===== config.mk =====
export PLATFORM = sky130hd
export DESIGN_NAME = bchi_top
export DESIGN_NICKNAME = d
export VERILOG_FILES = /design/src/verilog/bchi_pin_sync.v /design/src/verilog/bchi_top.v
export VERILOG_INCLUDE_DIRS = /design/src /design/src/verilog
export SDC_FILE = /design/constraint.sdc
export NUM_CORES = 1
export LEC_CHECK = 0
export ABC_AREA = 0
export BUFFER_PORTS_ARGS = -buffer_cell sky130_fd_sc_hd__buf_2
export CAP_MARGIN = 20
export CORE_MARGIN = 2
export CORE_UTILIZATION = 59
export DETAILED_ROUTE_END_ITERATION = 10
export GPL_TIMING_DRIVEN = 0
export MAX_ROUTING_LAYER = met4
export PLACE_DENSITY = 0.83
export SYNTH_ARGS = -nofsm -noshare
export SYNTH_HDL_FRONTEND = slang
export SYNTH_SLANG_ARGS = --single-unit

===== constraint.sdc =====
create_clock -name ref_clk_in -period 3.96 [get_ports ref_clk_in]
set_input_delay 0.99 -clock ref_clk_in [delete_from_list [all_inputs] [get_ports ref_clk_in]]
set_output_delay 0.99 -clock ref_clk_in [all_outputs]
set_load 0.005 [all_outputs]

===== src/verilog/bchi_regs.vh =====
// constants of the burst channel host interface
`ifndef BCHI_REGS_VH
`define BCHI_REGS_VH

// data option codes that the block answers (0 up to this value)
`define BCHI_OPT_MAX      3'h2
// option code of a full 32-bit word access
`define BCHI_OPT_WORD     3'h0
// data address space code that the block accepts
`define BCHI_DSPACE_OK    2'h0
// address step between burst words, in bytes
`define BCHI_WORD_STEP    32'h00000004
// width of the block base field in the configuration word
`define BCHI_BASE_BITS    8
// value of the configuration word after reset
`define BCHI_CFG_RESET    32'h00000000

`endif


===== src/verilog/bchi_pin_sync.v =====
// three-stage synchroniser with agreement filter for one pin
`default_nettype none

module bchi_pin_sync
(
   input  wire ref_clk_in,    // system clock
   input  wire sys_rst_in,    // synchronous reset, active high
   input  wire pin_in,        // asynchronous pin level
   output reg  level_out      // filtered level, in clock domain
);

   reg s1_reg;                // first stage, read only by s2_reg
   reg s2_reg;                // second stage
   reg s3_reg;                // third stage

   // shift pin through three flops; accept a change once s2 and s3 agree
   always @(posedge ref_clk_in)
   begin
      if (sys_rst_in)
      begin
         s1_reg    <= 1'b0;
         s2_reg    <= 1'b0;
         s3_reg    <= 1'b0;
         level_out <= 1'b0;
      end
      else
      begin
         s1_reg <= pin_in;
         s2_reg <= s1_reg;
         s3_reg <= s2_reg;
         if (s2_reg == s3_reg)
         begin
            level_out <= s3_reg;
         end
      end
   end

endmodule // bchi_pin_sync

`default_nettype wire


===== src/verilog/bchi_top.v =====
// processor-side channel interface of a burst dram controller
`include "bchi_regs.vh"
`default_nettype none

// Overview of operation
// - burst words addressed internally, not from bus
// - block base at any multiple of its size in 32-bit space, decoded
// - no request taken while bus invalid low
// - read or write chosen from read-not-write input
// - drive data burst grant low while continuing
// - data done low marks each data completion
// - data taken only with space code zero
// - only data option codes 0, 1, 2 answered
// - pipelined data address captured during access
// - drive instruction burst grant while continuing
// - instruction done low per word, bursts too
// - instruction taken only with space code low
// - pipelined instruction address recorded during access
// - pipeline accept low when next address takable
// - reset returns block to unconfigured waiting state
// - chained reset low until configured
// - all channel signals on system clock
// - first word read after reset configures block
// - same-block accesses served one after another
module bchi_top
#(
   parameter BASE_BITS = `BCHI_BASE_BITS  // block base width, high bits
)
(
   input  wire        ref_clk_in,                  // system clock
   input  wire        sys_rst_in,                  // sync reset, high
   input  wire        device_reset_n_in,           // reset pin, low
   input  wire [31:0] host_byte_address_in,        // byte address bus
   input  wire [31:0] host_data_in,                // data bus, config
   input  wire        bus_invalid_n_in,            // high = valid
   input  wire        read_not_write_in,           // high = read
   input  wire        data_burst_want_n_in,        // data burst request
   input  wire        data_access_start_n_in,      // data request
   input  wire [1:0]  data_space_code_in,          // data space
   input  wire [2:0]  transfer_option_code_in,     // size and mode
   input  wire        pipelined_data_addr_n_in,    // pipelined data
   input  wire        instr_burst_want_n_in,       // instr burst req
   input  wire        instr_access_start_n_in,     // instr request
   input  wire        instr_space_code_in,         // instr space
   input  wire        pipelined_instr_addr_n_in,   // pipelined instr
   input  wire        mem_ack_in,                  // array word done
   output reg         data_burst_grant_n_out,      // data burst ack
   output reg         data_burst_grant_oe_out,     // drive enable
   output reg         data_done_n_out,             // data ready
   output reg         data_done_oe_out,            // drive enable
   output reg         instr_burst_grant_n_out,     // instr burst ack
   output reg         instr_burst_grant_oe_out,    // drive enable
   output reg         instr_done_n_out,            // instr ready
   output reg         instr_done_oe_out,           // drive enable
   output reg         pipeline_accept_n_out,       // pipeline enable
   output reg         pipeline_accept_oe_out,      // drive enable
   output reg         chained_reset_out_n_out,     // reset to next
   output reg         mem_req_out,                 // array access
   output reg  [31:0] mem_addr_out,                // array byte addr
   output reg         mem_write_out,               // array write
   output reg         mem_instr_out,               // instr access
   output reg  [2:0]  mem_opt_out,                 // option code
   output reg         configured_out,              // config taken
   output reg  [31:0] config_word_out              // config word
);

   ////////////////////////////////////////////////////////////////////
   // reset pin and engine states

   localparam [1:0] ST_IDLE = 2'h0;  // nothing in service
   localparam [1:0] ST_MEM  = 2'h1;  // array access in service
   localparam [1:0] ST_CFG  = 2'h2;  // configuration read answer

   wire       pin_level;     // synchronised reset pin level
   wire       rst;           // combined internal reset
   reg  [1:0] state_reg;     // engine state
   reg        cur_instr_reg; // channel in service is instructions

   // the reset pin comes from off chip, so it is filtered first
   bchi_pin_sync u_rst_sync
   (
      .ref_clk_in (ref_clk_in),
      .sys_rst_in (sys_rst_in),
      .pin_in     (device_reset_n_in),
      .level_out  (pin_level)
   );

   assign rst = sys_rst_in | ~pin_level;

   ////////////////////////////////////////////////////////////////////
   // request qualification

   wire opt_ok;     // option code answered
   wire in_block;   // address inside configured block
   wire data_hit;   // data request qualified this edge
   wire instr_hit;  // instruction request qualified this edge
   wire busy;       // engine serving an access

   assign busy   = (state_reg != ST_IDLE);
   assign opt_ok = (transfer_option_code_in <= `BCHI_OPT_MAX);
   // base compared on the top bits only, so the block starts on a multiple of its size
   assign in_block = (host_byte_address_in[31:32-BASE_BITS] ==
                      config_word_out[31:32-BASE_BITS]);

   // unconfigured: only a full-word read is taken, as configuration
   assign data_hit = bus_invalid_n_in
                   & ~data_access_start_n_in
                   & (data_space_code_in == `BCHI_DSPACE_OK)
                   & opt_ok
                   & (configured_out ? in_block :
                      (read_not_write_in &
                       (transfer_option_code_in == `BCHI_OPT_WORD)));
   assign instr_hit = bus_invalid_n_in
                    & ~instr_access_start_n_in
                    & ~instr_space_code_in
                    & configured_out
                    & in_block;

   ////////////////////////////////////////////////////////////////////
   // pending request slots, one per channel

   reg        dp_valid_reg;   // data slot holds a request
   reg [31:0] dp_addr_reg;    // data slot address
   reg        dp_rw_reg;      // data slot read-not-write
   reg [2:0]  dp_opt_reg;     // data slot option
   reg        ip_valid_reg;   // instruction slot holds a request
   reg [31:0] ip_addr_reg;    // instruction slot address
   wire       take_data;      // engine pulls data slot
   wire       take_instr;     // engine pulls instruction slot
   wire       dp_set;         // data request lands in its slot
   wire       ip_set;         // instruction request lands in its slot
   wire       dp_valid_next;  // data slot state after this edge
   wire       ip_valid_next;  // instruction slot state after this edge

   // data wins a tie; the instruction channel simply waits its turn
   assign take_data  = (state_reg == ST_IDLE) & dp_valid_reg;
   assign take_instr = (state_reg == ST_IDLE) & ~dp_valid_reg
                     & ip_valid_reg;
   // while busy only a pipelined request is taken
   assign dp_set     = data_hit & (~dp_valid_reg | take_data)
                     & (~busy | ~pipelined_data_addr_n_in);
   assign ip_set     = instr_hit & (~ip_valid_reg | take_instr)
                     & (~busy | ~pipelined_instr_addr_n_in);
   // pipeline accept reads these, so it shows this cycle's true room
   assign dp_valid_next = (dp_valid_reg & ~take_data) | dp_set;
   assign ip_valid_next = (ip_valid_reg & ~take_instr) | ip_set;

   // capture requests; while busy only a pipelined one is taken
   always @(posedge ref_clk_in)
   begin
      if (rst)
      begin
         dp_valid_reg <= 1'b0;
         dp_addr_reg  <= 32'h00000000;
         dp_rw_reg    <= 1'b1;
         dp_opt_reg   <= 3'h0;
         ip_valid_reg <= 1'b0;
         ip_addr_reg  <= 32'h00000000;
      end
      else
      begin
         // a new request in the pull cycle still lands: set beats clear
         dp_valid_reg <= dp_valid_next;
         ip_valid_reg <= ip_valid_next;
         if (dp_set)
         begin
            dp_addr_reg  <= host_byte_address_in;
            dp_rw_reg    <= read_not_write_in;
            dp_opt_reg   <= transfer_option_code_in;
         end
         if (ip_set)
         begin
            ip_addr_reg  <= host_byte_address_in;
         end
      end
   end

   ////////////////////////////////////////////////////////////////////
   // access engine

   wire want_burst;  // channel in service asks to keep bursting

   assign want_burst = cur_instr_reg ? ~instr_burst_want_n_in
                                     : ~data_burst_want_n_in;

   // one access at a time; burst words step the address internally
   always @(posedge ref_clk_in)
   begin
      if (rst)
      begin
         state_reg       <= ST_IDLE;
         cur_instr_reg   <= 1'b0;
         mem_req_out     <= 1'b0;
         mem_addr_out    <= 32'h00000000;
         mem_write_out   <= 1'b0;
         mem_instr_out   <= 1'b0;
         mem_opt_out     <= 3'h0;
         data_done_n_out <= 1'b1;
         instr_done_n_out <= 1'b1;
         configured_out  <= 1'b0;
         config_word_out <= `BCHI_CFG_RESET;
      end
      else
      begin
         data_done_n_out  <= 1'b1;
         instr_done_n_out <= 1'b1;
         case (state_reg)
            ST_IDLE:
            begin
               if (take_data)
               begin
                  cur_instr_reg <= 1'b0;
                  mem_addr_out  <= dp_addr_reg;
                  mem_write_out <= ~dp_rw_reg;
                  mem_instr_out <= 1'b0;
                  mem_opt_out   <= dp_opt_reg;
                  if (configured_out)
                  begin
                     mem_req_out <= 1'b1;
                     state_reg   <= ST_MEM;
                  end
                  else
                  begin
                     state_reg   <= ST_CFG;
                  end
               end
               else if (take_instr)
               begin
                  cur_instr_reg <= 1'b1;
                  mem_addr_out  <= ip_addr_reg;
                  mem_write_out <= 1'b0;
                  mem_instr_out <= 1'b1;
                  mem_opt_out   <= 3'h0;
                  mem_req_out   <= 1'b1;
                  state_reg     <= ST_MEM;
               end
            end
            ST_MEM:
            begin
               if (mem_ack_in)
               begin
                  // each finished word gets its own ready pulse
                  if (cur_instr_reg)
                  begin
                     instr_done_n_out <= 1'b0;
                  end
                  else
                  begin
                     data_done_n_out <= 1'b0;
                  end
                  if (want_burst)
                  begin
                     mem_addr_out <= mem_addr_out + `BCHI_WORD_STEP;
                  end
                  else
                  begin
                     mem_req_out <= 1'b0;
                     state_reg   <= ST_IDLE;
                  end
               end
            end
            ST_CFG:
            begin
               // no array exists yet; the word on the bus is the setup
               config_word_out <= host_data_in;
               configured_out  <= 1'b1;
               data_done_n_out <= 1'b0;
               state_reg       <= ST_IDLE;
            end
            default:
            begin
               state_reg <= ST_IDLE;
            end
         endcase
      end
   end

   ////////////////////////////////////////////////////////////////////
   // three-state responses and chained reset

   wire serve_d;  // data channel in service next cycle
   wire serve_i;  // instruction channel in service next cycle
   reg  srv_d_reg; // data channel being served
   reg  srv_i_reg; // instruction channel being served

   assign serve_d = (take_data) | (busy & ~cur_instr_reg
                    & ~((state_reg == ST_CFG) |
                        (mem_ack_in & ~want_burst)));
   assign serve_i = (take_instr) | (busy & cur_instr_reg
                    & ~(mem_ack_in & ~want_burst));

   // responses driven only while their channel is served; a done
   // pulse keeps its enable for the cycle in which it shows
   always @(posedge ref_clk_in)
   begin
      if (rst)
      begin
         srv_d_reg                <= 1'b0;
         srv_i_reg                <= 1'b0;
         data_burst_grant_n_out   <= 1'b1;
         data_burst_grant_oe_out  <= 1'b0;
         data_done_oe_out         <= 1'b0;
         instr_burst_grant_n_out  <= 1'b1;
         instr_burst_grant_oe_out <= 1'b0;
         instr_done_oe_out        <= 1'b0;
         pipeline_accept_n_out    <= 1'b1;
         pipeline_accept_oe_out   <= 1'b0;
         chained_reset_out_n_out  <= 1'b0;
      end
      else
      begin
         srv_d_reg <= serve_d;
         srv_i_reg <= serve_i;
         // grant while the served channel asks to keep bursting; data grant also needs configuration
         data_burst_grant_n_out  <= ~(serve_d & configured_out
                                      & ~data_burst_want_n_in);
         data_burst_grant_oe_out <= serve_d;
         data_done_oe_out        <= serve_d | srv_d_reg;
         instr_burst_grant_n_out <= ~(serve_i
                                      & ~instr_burst_want_n_in);
         instr_burst_grant_oe_out <= serve_i;
         instr_done_oe_out       <= serve_i | srv_i_reg;
         // next address takable when the served channel's slot is free
         pipeline_accept_n_out   <= ~((serve_d & ~dp_valid_next) |
                                      (serve_i & ~ip_valid_next));
         pipeline_accept_oe_out  <= serve_d | serve_i;
         chained_reset_out_n_out <= configured_out;
      end
   end

endmodule // bchi_top

`default_nettype wire

==> results.py <==
metrics = {
    "floorplanning": {
        "rows": 42,
        "io_pins": 164,
        "die_y_microns": 119,
        "chipWidth_microns": 119,
        "start_util": 0.598,
        "die_area_sq_um": 14300,
        "coreArea_sq_um": 13100,
    },
    "clock_tree": {
        "ctsResizeCount": 0,
        "clockBufferDepth": 2,
        "cts_setup_buffers": 0,
        "tritoncts": "yes",
        "cts_htree_levels": 4,
        "ctsHoldBuffers": 0,
        "clock-sinks": 158,
        "insertion_delay_ns": 0.44,
        "path_clk_slew_ns": 0.07,
        "cts-root-buf": "clkbuf_16",
        "numCtsBuffers": 17,
    },
    "sta": {
        "tightest_slew_ns": 0.842,
        "finalCritPeriodShare": 0.723,
        "fmax_mhz": 349,
        "slew_headroom": 0.435,
        "tns_ns": 0,
        "skew_ns": 0.00787,
        "rsz0062_at_grt": "false",
        "fin_crit_ns": 2.86,
        "timing.hold.ws_ns": 0.443,
        "setup_viol": 0,
        "maxSlewViolCount": 0,
        "finalHoldViolCount": 0,
        "setup_ws_ns": 1.10,
    },
    "global_route": {
        "grt_pass1_wl_microns": 40800,
        "overflow": 0,
        "grt_start_max_net_pins": 17,
        "grt_pass1_vias": 8083,
        "antenna_found_initial": 0,
        "grt_usage": 0.371,
    },
    "placement": {
        "placed_area_sq_um": 8900,
        "port_buffers": 163,
        "gp_congestion": 0.979,
        "hpwl_microns": 18300,
        "dp_slack_ns": 0.810,
    },
    "run_status": {
        "status": "complete, no violations",
    },
    "synthesis": {
        "ys_top_cells_by_area": "dfxtp_1 40%, nand2_1 8.6%, a21oi_1 6.6%, o21ai_0 6.3%, nand3_1 5.4%",
        "yosys.area.top_type": "dfxtp_1",
        "synth_compound_area_frac": 0.228,
        "yosysSeqAreaShare": 0.402,
        "ys_seq_elements": 158,
        "postSynthAreaPerCell_sq_um": 7.72,
        "synth_top_family_by_area": "simple AND/OR/NAND/NOR gates",
        "synth_xor_area_frac": 0.00891,
        "syn_area_sq_um": 7860,
        "synth_top_area_share": 0.402,
        "async_reset_ff_frac": 0,
        "synth_warnings": 0,
        "synth-edff-count": 0,
        "yosys.area_share.adder": 0.00159,
        "synth-simple-area-share": 0.290,
        "syn_nets": 1102,
        "syn-instance-count": 1019,
        "ys.flop_type": "dfxtp_1",
        "ys_types": 68,
        "yosys-mux-area-fraction": 0.0175,
    },
    "detailed_routing": {
        "routed_wl_microns": 25700,
        "drc_errors": 0,
        "via_per_inst": 6.30,
        "dr_total_vias": 8757,
        "drt_first_pass_iters": 8,
        "drtIter0Drc": 1461,
        "antenna_left": 0,
        "avgRoutedWirePerCell_microns": 18.5,
    },
    "critical_path": {
        "crit_top_cell": "clkbuf_1",
        "crit_path_top_delay_cell": "clkbuf_1",
        "worst-path-buf-inv": 4,
        "cpPeakStageDelay_ns": 0.60,
        "worstSetupEndpointType": "flip-flop",
        "start_kind": "primary input",
        "crit_type": "in2reg",
        "cp_top_family": "buffers and inverters",
        "path_max_fanout": 10,
        "arrival_ns": 3.24,
        "crit_chain": "buf_2 -> nor2b_1 -> clkbuf_1 -> clkbuf_1 -> clkbuf_1 -> nand4_1 -> nand4_1",
        "cp.required_ns": 4.33,
    },
    "job": {
        "cap_violations": 0,
    },
    "power_and_ir_drop": {
        "peakVddDrop_mv": 0.244,
        "p_per_area_nw_per_um2": 349,
        "power.leakage_nw": 3.81,
        "power_mw": 3.31,
    },
    "layout": {
        "ff_latch_area_sq_um": 3160,
        "antenna_cells": 0,
        "post-route-cell-area_sq_um": 9470,
        "multi_input_area_sq_um": 4290,
        "fillers": 1085,
        "layout.nets": 1284,
        "drive_gt1_frac": 0.194,
        "synthToLayoutAreaGrowth_pct": 20.5,
    },
    "min_path": {
        "hp-class": "reg2reg",
    },
}
[metrics by stage]
step,instances,utilization
final,1390,0.721
after global routing,1390,0.721
after CTS,1390,0.721
after detailed placement,1358,0.677
after global placement,1358,0.677
after floorplan,1019,-
[report_power, final]
| part | total, mW | internal, mW | switching (mW) |
|---|---|---|---|
| logic | 0.0861 | 0.0412 | 0.0448 |
| clock network | 1.63 | 0.887 | 0.745 |
| registers | 1.59 | 1.59 | 0.000409 |
| total | 3.31 | 2.52 | 0.790 |
[metal layers]
layer	GRT usage	share of wire
met1	0.484	0.41
met5	-	0
met3	0.0761	0.11
met2	0.555	0.44
met4	0.168	0.033
[worst register-to-register path: stages (launching register included)]
cell      delay (ns)
dfxtp_1         0.36
nor2b_1         0.14
clkbuf_1        0.48
clkbuf_1        0.51
clkbuf_1        0.60
nand4_1         0.25
nand4_1         0.16
[cell type report]
class | instances | share of cell area
clock buffer | 17 | 0.0449
buffer | 95 | 0.0419
tap | 176 | 0.0232
multi-input combinational | 763 | 0.453
inverter | 3 | 0.00119
clock inverter | 15 | 0.0157
sequential | 158 | 0.334
timing repair buffer | 163 | 0.0861
[kinds of logic after synthesis]
logic type / count (synthesis)
DFF: 158
AOI/OAI and AO/OA: 296
buffers and inverters: 98
and+or+nand+nor: 445
muxes: 13
xor gates and xnor gates: 8
adders and majority gates: 1
[cell usage after synthesis, types with 8 or more instances]
cell / instances
a21oi_1: 103
a2bb2oi_1: 33
a31oi_1: 9
and2_1: 12
and3_1: 39
buf_2: 13
clkbuf_1: 74
dfxtp_1: 158
nand2_1: 180
nand3_1: 85
nand4_1: 12
nor2_1: 24
nor2b_1: 9
nor3_1: 13
o211ai_1: 8
o21ai_0: 99
or4_1: 34
[placed cells by master, fill, tap and decap left out, types with 3 or more instances in the layout]
cell and n:
buf_4 4, nor2b_1 9, a31oi_1 9, inv_1 3, and2_1 12, xor2_1 3
a21oi_1 103, nand2_1 180, and4_1 5, clkbuf_16 17, a32o_1 4, nor3_2 3
o21ai_0 99, o22ai_1 3, a211oi_1 7, nand4_1 12, a2bb2oi_1 33, dfxtp_1 158
clkbuf_1 74, mux2i_1 7, and4b_1 3, and3_1 39, nor4_1 3, xnor2_1 5
nor3_1 13, mux2_2 6, buf_2 176, o211ai_1 8, inv_6 8, nand3_1 85
nand2b_1 7, nor2_1 24, o31ai_1 5, or4_1 34
[final timing paths]
kind	startpoint	end	slack, ns	cells after the start
worst min register to register	u_rst_sync.s1_reg	u_rst_sync.s2_reg	0.44	1
worst max-delay path	sys_rst_in	mem_addr_out[27]	1.10	7
worst min-delay path	u_rst_sync.s1_reg	u_rst_sync.s2_reg	0.44	1
worst max register to register	u_rst_sync.level_out	mem_addr_out[27]	1.38	6
(Power assumes the default switching activity.)
